--- config.mk ---
export PLATFORM = sky130hd
export DESIGN_NAME = csfm_top
export DESIGN_NICKNAME = d
export VERILOG_FILES = /design/src/hdl/csfm_pkg.sv /design/src/hdl/csfm_sync.sv /design/src/hdl/csfm_unlock.sv /design/src/hdl/csfm_top.sv
export VERILOG_INCLUDE_DIRS = /design/src /design/src/hdl
export SDC_FILE = /design/constraint.sdc
export NUM_CORES = 1
export LEC_CHECK = 0
export BUFFER_PORTS_ARGS = -buffer_cell sky130_fd_sc_hd__buf_2
export CAP_MARGIN = 40
export CORE_MARGIN = 5
export CORE_UTILIZATION = 35
export DETAILED_ROUTE_END_ITERATION = 16
export PLACE_DENSITY = 0.68
export SLEW_MARGIN = 20
export SYNTH_ARGS = -nofsm -noshare
export SYNTH_HDL_FRONTEND = slang
export SYNTH_SLANG_ARGS = --single-unit
--- constraint.sdc ---
create_clock -name i_clk_sys -period 3.4 [get_ports i_clk_sys]
set_input_delay 0.68 -clock i_clk_sys [delete_from_list [all_inputs] [get_ports i_clk_sys]]
set_output_delay 0.68 -clock i_clk_sys [all_outputs]
set_load 0.05 [all_outputs]
--- src/hdl/csfm_consts.svh ---
// Constants for the clock switch and fail monitor block
`ifndef CSFM_CONSTS_SVH
`define CSFM_CONSTS_SVH
// Register byte offsets
`define CSFM_OFS_OSC 4'h0
`define CSFM_OFS_PLL 4'h4
`define CSFM_OFS_TUNE 4'h8
`define CSFM_OFS_KEY 4'hc
// Unlock keys, arbitrary values
`define CSFM_KEY1 16'h3c3c
`define CSFM_KEY2 16'hc3c3
// Reset values and settle tick count
`define CSFM_PLL_RST 9'h030
`define CSFM_TUNE_RST 6'h00
`define CSFM_SETTLE_TICKS 4'ha
// Source select codes and external primary submode code
`define CSFM_SRC_FRC 3'h0
`define CSFM_SRC_FAST_RC_WITH_PLL 3'h1
`define CSFM_SRC_PRI 3'h2
`define CSFM_SRC_PRIPLL 3'h3
`define CSFM_SRC_SEC 3'h4
`define CSFM_SRC_LOW_POWER_RC_OSC 3'h5
`define CSFM_SUB_EXT 2'h0
// Control register field positions
`define CSFM_B_SWITCH_REQUEST 0
`define CSFM_B_LPOSC 1
`define CSFM_B_CF 3
`define CSFM_B_LOCK 5
`define CSFM_B_CLKLK 7
`define CSFM_NEW_SOURCE_SELECT_LSB 8
`define CSFM_CURRENT_SOURCE_STATUS_LSB 12
// Oscillator enable vector bits
`define CSFM_EN_FRC 0
`define CSFM_EN_PRI 1
`define CSFM_EN_SEC 2
`define CSFM_EN_LOW_POWER_RC_OSC 3
`define CSFM_EN_PLL 4
// Synchroniser lanes
`define CSFM_SI_OST 0
`define CSFM_SI_LOCK 1
`define CSFM_SI_FAIL 2
`define CSFM_SI_TICK 3
`endif

--- src/hdl/csfm_pkg.sv ---
// Types of the clock switch and fail monitor block
package csfm_pkg;
   typedef enum logic [4:0] {
      CSFM_IDLE = 5'h01,
      CSFM_CHECK = 5'h02,
      CSFM_WAIT = 5'h04,
      CSFM_SETTLE = 5'h08,
      CSFM_SWAP = 5'h10
   } csfm_state_t;

   typedef struct packed {
      logic [3:0] s1;
      logic [3:0] s2;
      logic [3:0] s3;
      logic [3:0] q;
   } csfm_sync_st_t;

   typedef struct packed {
      logic first;
      logic armed;
   } csfm_unlk_st_t;

   typedef struct packed {
      csfm_state_t st;
      logic ack;
      logic [31:0] rdata;
      logic [8:0] pll_div;
      logic [5:0] tune;
      logic [2:0] current_source_status;
      logic [2:0] new_source_select;
      logic switch_request;
      logic secondary_osc_enable;
      logic clock_source_lock;
      logic lock;
      logic cf;
      logic trap;
      logic loaded;
      logic tick_prev;
      logic fail_prev;
      logic [3:0] ticks;
      logic [4:0] osc_en;
   } csfm_top_st_t;
endpackage

--- src/hdl/csfm_sync.sv ---
// Three-stage input synchroniser with agreement filter
`timescale 1ns/1ps
module csfm_sync (
   input wire logic i_clk_sys,
   input wire logic i_arst_n,
   input wire logic [3:0] i_async,
   output logic [3:0] o_level
);
   import csfm_pkg::*;

   csfm_sync_st_t r;
   csfm_sync_st_t n;

   // Shift chain; output follows once stages two and three agree
   always_comb begin
      n = r;
      n.s1 = i_async;
      n.s2 = r.s1;
      n.s3 = r.s2;
      n.q = (~(r.s2 ^ r.s3) & r.s3) | ((r.s2 ^ r.s3) & r.q);
   end

   always_ff @(posedge i_clk_sys or negedge i_arst_n) begin
      if (!i_arst_n) begin
         r <= '0;
      end else begin
         r <= n;
      end
   end

   assign o_level = r.q;
endmodule

--- src/hdl/csfm_unlock.sv ---
// Two-key unlock gate for control register writes
`timescale 1ns/1ps
`include "csfm_consts.svh"
module csfm_unlock (
   input wire logic i_clk_sys,
   input wire logic i_arst_n,
   input wire logic i_bus_wr,
   input wire logic i_key_wr,
   input wire logic [15:0] i_key_data,
   output logic o_unlocked
);
   import csfm_pkg::*;

   csfm_unlk_st_t r;
   csfm_unlk_st_t n;

   // Any accepted write moves the key tracker; one write consumes it
   always_comb begin
      n = r;
      if (i_bus_wr) begin
         n.first = 1'b0;
         n.armed = 1'b0;
         if (i_key_wr && i_key_data == `CSFM_KEY1) begin
            n.first = 1'b1;
         end else if (i_key_wr && r.first && i_key_data == `CSFM_KEY2) begin
            n.armed = 1'b1;
         end
      end
   end

   always_ff @(posedge i_clk_sys or negedge i_arst_n) begin
      if (!i_arst_n) begin
         r <= '0;
      end else begin
         r <= n;
      end
   end

   assign o_unlocked = r.armed;
endmodule

--- src/hdl/csfm_top.sv ---
// Clock switch sequencer and fail monitor with Avalon-MM registers
`timescale 1ns/1ps
`include "csfm_consts.svh"
module csfm_top (
   input wire logic i_clk_sys,
   input wire logic i_arst_n,
   input wire logic [3:0] i_avs_address,
   input wire logic i_avs_read,
   input wire logic i_avs_write,
   input wire logic [31:0] i_avs_writedata,
   input wire logic [3:0] i_avs_byteenable,
   output logic [31:0] o_avs_readdata,
   output logic o_avs_waitrequest,
   input wire logic i_cfg_switch_monitor,
   input wire logic i_cfg_monitor_off,
   input wire logic [2:0] i_cfg_initial_source,
   input wire logic [1:0] i_cfg_primary_submode,
   input wire logic i_wdt_enable,
   input wire logic i_sleep,
   input wire logic i_osc_startup_done,
   input wire logic i_pll_locked,
   input wire logic i_osc_fail,
   input wire logic i_new_clk_toggle,
   output logic [2:0] o_sys_source,
   output logic [4:0] o_osc_enable,
   output logic [8:0] o_pll_feedback_divisor,
   output logic [5:0] o_rc_tune_field,
   output logic o_clock_fail_trap,
   output logic o_switch_busy
);
   import csfm_pkg::*;

   //-----------------------------------------------------------
   // Source decode
   //-----------------------------------------------------------

   // Oscillators that a source select needs running
   function automatic logic [4:0] src_needs(input logic [2:0] src);
      logic [4:0] v;
      v = 5'h00;
      case (src)
         `CSFM_SRC_FAST_RC_WITH_PLL: begin
            v[`CSFM_EN_FRC] = 1'b1;
            v[`CSFM_EN_PLL] = 1'b1;
         end
         `CSFM_SRC_PRI: begin
            v[`CSFM_EN_PRI] = 1'b1;
         end
         `CSFM_SRC_PRIPLL: begin
            v[`CSFM_EN_PRI] = 1'b1;
            v[`CSFM_EN_PLL] = 1'b1;
         end
         `CSFM_SRC_SEC: begin
            v[`CSFM_EN_SEC] = 1'b1;
         end
         `CSFM_SRC_LOW_POWER_RC_OSC: begin
            v[`CSFM_EN_LOW_POWER_RC_OSC] = 1'b1;
         end
         default: begin
            v[`CSFM_EN_FRC] = 1'b1;
         end
      endcase
      return v;
   endfunction

   //-----------------------------------------------------------
   // State and helpers
   //-----------------------------------------------------------

   csfm_top_st_t r;
   csfm_top_st_t n;
   logic [3:0] syn_q;
   logic [31:0] rd_word;
   logic [4:0] cur_need;
   logic [4:0] tgt_need;
   logic sw_en;
   logic mon_en;
   logic req;
   logic rd_go;
   logic wr_go;
   logic key_wr;
   logic osc_wr;
   logic unlocked;
   logic tick_ev;
   logic fail_ev;
   logic need_ost;
   logic ready;
   logic sw_blocked;

   // Config decode and bus handshake
   assign sw_en = ~i_cfg_switch_monitor;
   assign mon_en = sw_en & ~i_cfg_monitor_off;
   assign req = i_avs_read | i_avs_write;
   assign o_avs_waitrequest = req & ~r.ack;
   assign rd_go = i_avs_read & ~r.ack;
   assign wr_go = i_avs_write & r.ack;
   assign key_wr = wr_go & (i_avs_address == `CSFM_OFS_KEY);
   assign osc_wr = wr_go & unlocked & (i_avs_address == `CSFM_OFS_OSC);

   // Asynchronous oscillator-side inputs
   csfm_sync u_sync (
      .i_clk_sys(i_clk_sys),
      .i_arst_n(i_arst_n),
      .i_async({i_new_clk_toggle, i_osc_fail, i_pll_locked,
                i_osc_startup_done}),
      .o_level(syn_q)
   );

   // Key pair gate for the control register
   csfm_unlock u_unlock (
      .i_clk_sys(i_clk_sys),
      .i_arst_n(i_arst_n),
      .i_bus_wr(wr_go),
      .i_key_wr(key_wr),
      .i_key_data(i_avs_writedata[15:0]),
      .o_unlocked(unlocked)
   );

   // Events and readiness of the target source
   assign cur_need = src_needs(r.current_source_status);
   assign tgt_need = src_needs(r.new_source_select);
   assign tick_ev = syn_q[`CSFM_SI_TICK] ^ r.tick_prev;
   assign fail_ev = mon_en & r.loaded & syn_q[`CSFM_SI_FAIL] & ~r.fail_prev;
   assign need_ost = (tgt_need[`CSFM_EN_PRI] &
                      (i_cfg_primary_submode != `CSFM_SUB_EXT)) |
                     tgt_need[`CSFM_EN_SEC];
   assign ready = (~need_ost | syn_q[`CSFM_SI_OST]) &
                  (~tgt_need[`CSFM_EN_PLL] | syn_q[`CSFM_SI_LOCK]);
   assign sw_blocked = r.clock_source_lock & ~mon_en;

   //-----------------------------------------------------------
   // Register read mux
   //-----------------------------------------------------------

   // Unimplemented bits stay zero
   always_comb begin
      rd_word = 32'h0000_0000;
      case (i_avs_address)
         `CSFM_OFS_OSC: begin
            rd_word[`CSFM_CURRENT_SOURCE_STATUS_LSB +: 3] = r.current_source_status;
            rd_word[`CSFM_NEW_SOURCE_SELECT_LSB +: 3] = r.new_source_select;
            rd_word[`CSFM_B_CLKLK] = r.clock_source_lock;
            rd_word[`CSFM_B_LOCK] = r.lock;
            rd_word[`CSFM_B_CF] = r.cf;
            rd_word[`CSFM_B_LPOSC] = r.secondary_osc_enable;
            rd_word[`CSFM_B_SWITCH_REQUEST] = r.switch_request;
         end
         `CSFM_OFS_PLL: begin
            rd_word[8:0] = r.pll_div;
         end
         `CSFM_OFS_TUNE: begin
            rd_word[5:0] = r.tune;
         end
         default: begin
            rd_word = 32'h0000_0000;
         end
      endcase
   end

   //-----------------------------------------------------------
   // Next-state logic
   //-----------------------------------------------------------

   always_comb begin
      n = r;
      n.trap = 1'b0;
      n.tick_prev = syn_q[`CSFM_SI_TICK];
      n.fail_prev = syn_q[`CSFM_SI_FAIL];
      n.ack = req & ~r.ack;
      if (rd_go) begin
         n.rdata = rd_word;
      end
      // Initial source taken after reset release
      if (!r.loaded) begin
         n.loaded = 1'b1;
         n.current_source_status = i_cfg_initial_source;
         n.new_source_select = i_cfg_initial_source;
      end
      // Multiplier and tuning writes, byte lanes honoured
      if (wr_go && i_avs_address == `CSFM_OFS_PLL) begin
         if (i_avs_byteenable[0]) begin
            n.pll_div[7:0] = i_avs_writedata[7:0];
         end
         if (i_avs_byteenable[1]) begin
            n.pll_div[8] = i_avs_writedata[8];
         end
      end
      if (wr_go && i_avs_address == `CSFM_OFS_TUNE && i_avs_byteenable[0])
      begin
         n.tune = i_avs_writedata[5:0];
      end
      // Control high byte: new source, frozen while a switch runs
      if (osc_wr && i_avs_byteenable[1] && r.st == CSFM_IDLE) begin
         n.new_source_select = i_avs_writedata[`CSFM_NEW_SOURCE_SELECT_LSB +: 3];
      end
      // Control low byte: lock, secondary enable, flag clear, request
      if (osc_wr && i_avs_byteenable[0]) begin
         n.clock_source_lock = i_avs_writedata[`CSFM_B_CLKLK];
         n.secondary_osc_enable = i_avs_writedata[`CSFM_B_LPOSC];
         if (!i_avs_writedata[`CSFM_B_CF]) begin
            n.cf = 1'b0;
         end
         if (i_avs_writedata[`CSFM_B_SWITCH_REQUEST] && !sw_blocked &&
             r.st == CSFM_IDLE) begin
            n.switch_request = 1'b1;
         end
      end
      // Live PLL lock status
      n.lock = syn_q[`CSFM_SI_LOCK] & r.osc_en[`CSFM_EN_PLL];
      // Switch sequencer
      case (r.st)
         CSFM_IDLE: begin
            if (r.switch_request) begin
               n.st = CSFM_CHECK;
            end
         end
         CSFM_CHECK: begin
            if (r.new_source_select == r.current_source_status) begin
               n.switch_request = 1'b0;
               n.st = CSFM_IDLE;
            end else begin
               n.lock = 1'b0;
               n.cf = 1'b0;
               n.st = CSFM_WAIT;
            end
         end
         CSFM_WAIT: begin
            if (ready) begin
               n.ticks = 4'h0;
               n.st = CSFM_SETTLE;
            end
         end
         CSFM_SETTLE: begin
            if (tick_ev) begin
               n.ticks = r.ticks + 4'h1;
               if (r.ticks == `CSFM_SETTLE_TICKS - 4'h1) begin
                  n.st = CSFM_SWAP;
               end
            end
         end
         CSFM_SWAP: begin
            n.current_source_status = r.new_source_select;
            n.switch_request = 1'b0;
            n.st = CSFM_IDLE;
         end
         default: begin
            n.st = CSFM_IDLE;
         end
      endcase
      // Switching disabled: initial config rules, request held low
      if (!sw_en) begin
         n.current_source_status = i_cfg_initial_source;
         n.switch_request = 1'b0;
         n.st = CSFM_IDLE;
      end
      // Fail-safe fallback overrides any switch; set beats clear
      if (fail_ev) begin
         n.trap = 1'b1;
         n.cf = 1'b1;
         n.switch_request = 1'b0;
         n.st = CSFM_IDLE;
         if (cur_need[`CSFM_EN_PLL]) begin
            n.current_source_status = `CSFM_SRC_FAST_RC_WITH_PLL;
            n.new_source_select = `CSFM_SRC_FAST_RC_WITH_PLL;
         end else begin
            n.current_source_status = `CSFM_SRC_FRC;
            n.new_source_select = `CSFM_SRC_FRC;
         end
      end
      // Oscillator enables: current, plus target while switching
      n.osc_en = cur_need |
                 ((r.st != CSFM_IDLE) ? tgt_need : 5'h00);
      n.osc_en[`CSFM_EN_LOW_POWER_RC_OSC] = cur_need[`CSFM_EN_LOW_POWER_RC_OSC] |
                                tgt_need[`CSFM_EN_LOW_POWER_RC_OSC] & (r.st != CSFM_IDLE) |
                                i_wdt_enable | (mon_en & ~i_sleep);
      n.osc_en[`CSFM_EN_SEC] = n.osc_en[`CSFM_EN_SEC] | r.secondary_osc_enable;
   end

   //-----------------------------------------------------------
   // State register
   //-----------------------------------------------------------

   always_ff @(posedge i_clk_sys or negedge i_arst_n) begin
      if (!i_arst_n) begin
         r <= '{st: CSFM_IDLE, pll_div: `CSFM_PLL_RST,
                tune: `CSFM_TUNE_RST, default: '0};
      end else begin
         r <= n;
      end
   end

   // Outputs, all from the state register but waitrequest
   assign o_avs_readdata = r.rdata;
   assign o_sys_source = r.current_source_status;
   assign o_osc_enable = r.osc_en;
   assign o_pll_feedback_divisor = r.pll_div;
   assign o_rc_tune_field = r.tune;
   assign o_clock_fail_trap = r.trap;
   assign o_switch_busy = r.switch_request;
endmodule

==> results.md <==
STA:
- The final hold slack is 0.3331 ns.
- The max-slew violation total from the final report was 0.
- The count of endpoints failing hold in the final timing report is 0.
- The final total negative setup slack is 0 ns.
- The relative slew slack is 0.5629.
- The count of endpoints failing setup in the final report is 0.
- Dividing the final minimum period by the clock period gives 0.5684.
- Timing would allow up to 517.4 MHz.
- The transition time of the tightest slew-check pin is 0.6474 ns.
- Setup repair after global routing left no endpoint under its margin.
- The post-route minimum period is 1.933 ns.
- The worst clock skew on the final layout is 0.008807 ns.

Worst setup path:
- The start-to-end type of the worst setup path is in -> out.
- The critical path capture point type is an output pin.
- Along the worst path, the maximum fanout reaches 5.
- The sort of element at the start of the critical path is an input pin.
- For the worst flop-to-flop path, the logic depth is 4.
- The critical path goes through buf_2, nor2_1, nor2_1, buf_2.
- The required time at the worst-slack endpoint is 2.72 ns.
- Data on the critical path arrives at its endpoint at 1.25 ns.
- For this design, the slowest cell found on the critical path is buf_2.
- The maximum single-stage delay on the critical path is 0.28 ns.
- The setup check on the worst reg-to-reg path leaves a slack of 1.69 ns.
- The launch instance of the worst register-to-register path is r[18].
- In this run the critical register-to-register path is captured at r[13].

CTS:
- The H-tree generated during clock tree synthesis spans 3 levels.
- In this run, post-CTS repair resized a total of 0 instances.
- The root cell of the clock tree is clkbuf_8.
- TritonCTS created 9 clock buffers.
- After clock tree synthesis, the setup repair step added 0 buffers.
- The register clock-pin slew on the reported worst setup and hold paths is 0.08 ns.
- For this design, the sink count on the clock tree is 77.
- The clock tree buffer depth is 2.
- The clock tree from TritonCTS is done.
- The number of buffers added to fix hold violations after cts is 0.
- The clock insertion delay at the later pin of the skew report is 0.36 ns.

Floorplan:
- The floorplan step set the die height to 115.7 um.
- The floorplan step defined a core boundary enclosing 0.01089 sq mm.
- 115 I/O pins were placed.
- The row count is 38.
- The initial utilization of the core area, before any placement, comes to 0.3595.
- The die width is 115.7 um.
- The floorplan step defined a die boundary enclosing 0.01340 sq mm.

Route:
- The first TritonRoute pass finished after 6 iterations.
- In this run, the number of DRC markers left after iteration 0 of detailed routing was 207.
- Dividing the detail-routed wire length by the instance count gives 16.11 um.
- The via total after detailed routing is 2726.
- The number of antenna-violating nets in the routed design is 0.
- In the routed design, unresolved DRC markers number 0.
- The via density per instance is 4.921.
- For this block, the routed nets add up to 8925 um of wire.

Global route:
- The number of global-route vias before repair is 2684.
- The maximum number of pins on one net before global-route repair is 78.
- The aggregate global routing overflow is 0.
- The number of antenna violations at the first check in global routing is 0.
- Across every metal layer, demand over resource in global routing totals 0.1385.
- The first global-routing pass estimated 14230 um of wire.

Synthesis:
- In the synthesized netlist the async set-or-reset flop fraction comes to 1.000.
- The share of the Yosys chip area taken by registers is 0.4933.
- The number of enable flip-flop cells after synthesis is 0.
- The average instance area after synthesis is 10.66 sq um.
- The flip-flop cell with the highest count after synthesis is dfrtp_1.
- Synthesis handed over a netlist of 367 instances.
- The synthesized design contains 77 register bits.
- The number of different library cells in the post-synthesis netlist is 62.
- The summed instance area of the synthesized netlist is 0.003914 sq mm.
- The count of yosys warnings during synthesis is 0.

Final layout:
- The post-layout net count is 468.
- The top cell types in the final layout, fill and taps aside, are buf_2 (78), dfrtp_1 (74), nand2_1 (41), o21ai_0 (22).
- Registers take 0.001931 sq mm.
- The share of final-layout standard cells stronger than drive strength 1 is 0.3213.
- The filler cells instantiated in the layout total 1040.
- Compared with the post-synthesis result, the final layout area differs by 11.22%.
- The number of antenna diodes in the final layout is 0.
- Measured on the finished design, the core utilization comes to 0.3998.
- The most frequent standard cell in the layout excluding fill and tap cells is buf_2.
- The post-layout instance count excluding filler cells is 554.
- Summing all multi-input logic gate instances after layout gives 0.001546 sq mm.

Worst hold path:
- The path type of the worst min-delay path is in -> async.

Placed design:
- The final weighted congestion in routability-driven placement is 0.8831.
- The number of cells after detailed placement is 537.
- The HPWL after detailed placement is 6849 um.
- The count of buffers added on input and output ports is 78.

Pwr:
- The power density over cell area is 537.4 mW/mm^2.
- Power comes to 2339 uW.
- The worst voltage drop across the vdd grid is 0.1772 mV.
- For this design the static power due to leakage is 0.002103 uW.

Run:
- The count of max-cap constraint violations is 0.

Outcome:
- The run finished with clean final reports.
==> state kept, by name (all words and copies together), names as in the netlist, named ones only <==
register                flops
o_avs_readdata             14
o_clock_fail_trap           1
o_osc_enable                5
o_pll_feedback_divisor      9
o_rc_tune_field             6
o_switch_busy               1
o_sys_source                3
r                          20
u_sync.n                    8
u_sync.r                    4
u_unlock.o_unlocked         1
u_unlock.r                  1
==> cell usage after synthesis (2+ instances only) <==
cell type  number  area, sq um
dfrtp_1        74         1852
buf_4          56        420.4
nand2_1        41        153.9
o21ai_0        22        110.1
mux2_2         19        214.0
nor2_1         16        60.06
nand3_1         8        40.04
a22oi_1         7        52.55
and3_1          7        43.79
a21oi_1         6        30.03
buf_2           6        30.03
inv_1           6        22.52
nor2b_1         6        37.54
nor3_1          6        30.03
xor2_1          6        52.55
mux2i_1         5        50.05
nand4_1         5        31.28
maj3_1          4        40.04
a211oi_1        3        22.52
and2_1          3        18.77
clkbuf_1        3        11.26
dfstp_2         3        78.83
nand3b_1        3        22.52
nor3b_1         3        22.52
a32oi_1         2        17.52
and3b_1         2        17.52
and4bb_2        2        25.02
conb_1          2        7.510
ha_1            2        25.02
mux2_4          2        30.03
nor3_2          2        20.02
nor4_1          2        12.51
nor4b_1         2        17.52
o21bai_1        2        15.01
o22ai_1         2        12.51
==> metal layers <==
| metal | wire length [um] | vias up | track usage |
|---|---|---|---|
| met5 | 0 | - | 0 |
| met4 | 161 | 0 | 0.05646 |
| met3 | 734 | 13 | 0.04282 |
| met2 | 4103 | 97 | 0.2072 |
| met1 | 3925 | 1320 | 0.1878 |
| li1 | - | 1296 | - |
==> report_power, final <==
| group | leakage, uW | total [uW] | internal, uW | switching [uW] |
|---|---|---|---|---|
| clock network | 0.000124 | 851 | 510 | 341 |
| registers | 0.000974 | 1050 | 985 | 63.6 |
| logic | 0.00101 | 440 | 115 | 324 |
==> worst max-delay path, delay by kind of cell <==
kind          cells  cell delay, ns
buf+inv           2            0.40
simple gates      2            0.16
==> worst max path at each step <==
stage | from | cells past startpoint | slack, ns | endpoint
final | i_avs_write | 4 | 1.47 | o_avs_waitrequest
after global routing | i_avs_write | 4 | 1.41 | o_avs_waitrequest
after CTS | i_avs_write | 4 | 1.48 | o_avs_waitrequest
after floorplan | i_avs_write | 2 | 1.34 | o_avs_waitrequest
after detailed placement | i_avs_address[3] | 4 | 1.25 | o_pll_feedback_divisor[7]
after global placement | i_avs_address[3] | 4 | 1.27 | o_pll_feedback_divisor[3]
==> per-stage QoR <==
stage	instance area [sq um]	setup slack (ns)
6_report	4353	1.467
5_1_grt	4353	1.413
4_1_cts	4342	1.476
3_5_place_dp	4093	1.246
3_3_place_gp	4093	1.273
2_1_floorplan	3978	1.343
==> area by class of cell <==
type | count | share of cell area
Clock buffer | 11 | 0.03248
Clock inverter | 5 | 0.02472
Inverter | 6 | 0.005174
Multi-Input combinational cell | 234 | 0.3553
Sequential cell | 77 | 0.4435
Tap cell | 140 | 0.04024
Timing Repair Buffer | 81 | 0.09859
==> cells by family (layout without fill, tap and decap cells) <==
group / Yosys count / count (layout) / share of synthesized area
simple gates: 120 / 120 / 0.1758
compound gates: 57 / 57 / 0.09591
xor+xnor: 6 / 6 / 0.01343
other cells: 2 / 19 / 0.001919
buf+inv: 73 / 103 / 0.1279
flops: 77 / 77 / 0.4933
mux: 26 / 26 / 0.07513
fa+ha+maj: 6 / 6 / 0.01662
(Power assumes the default switching activity.)
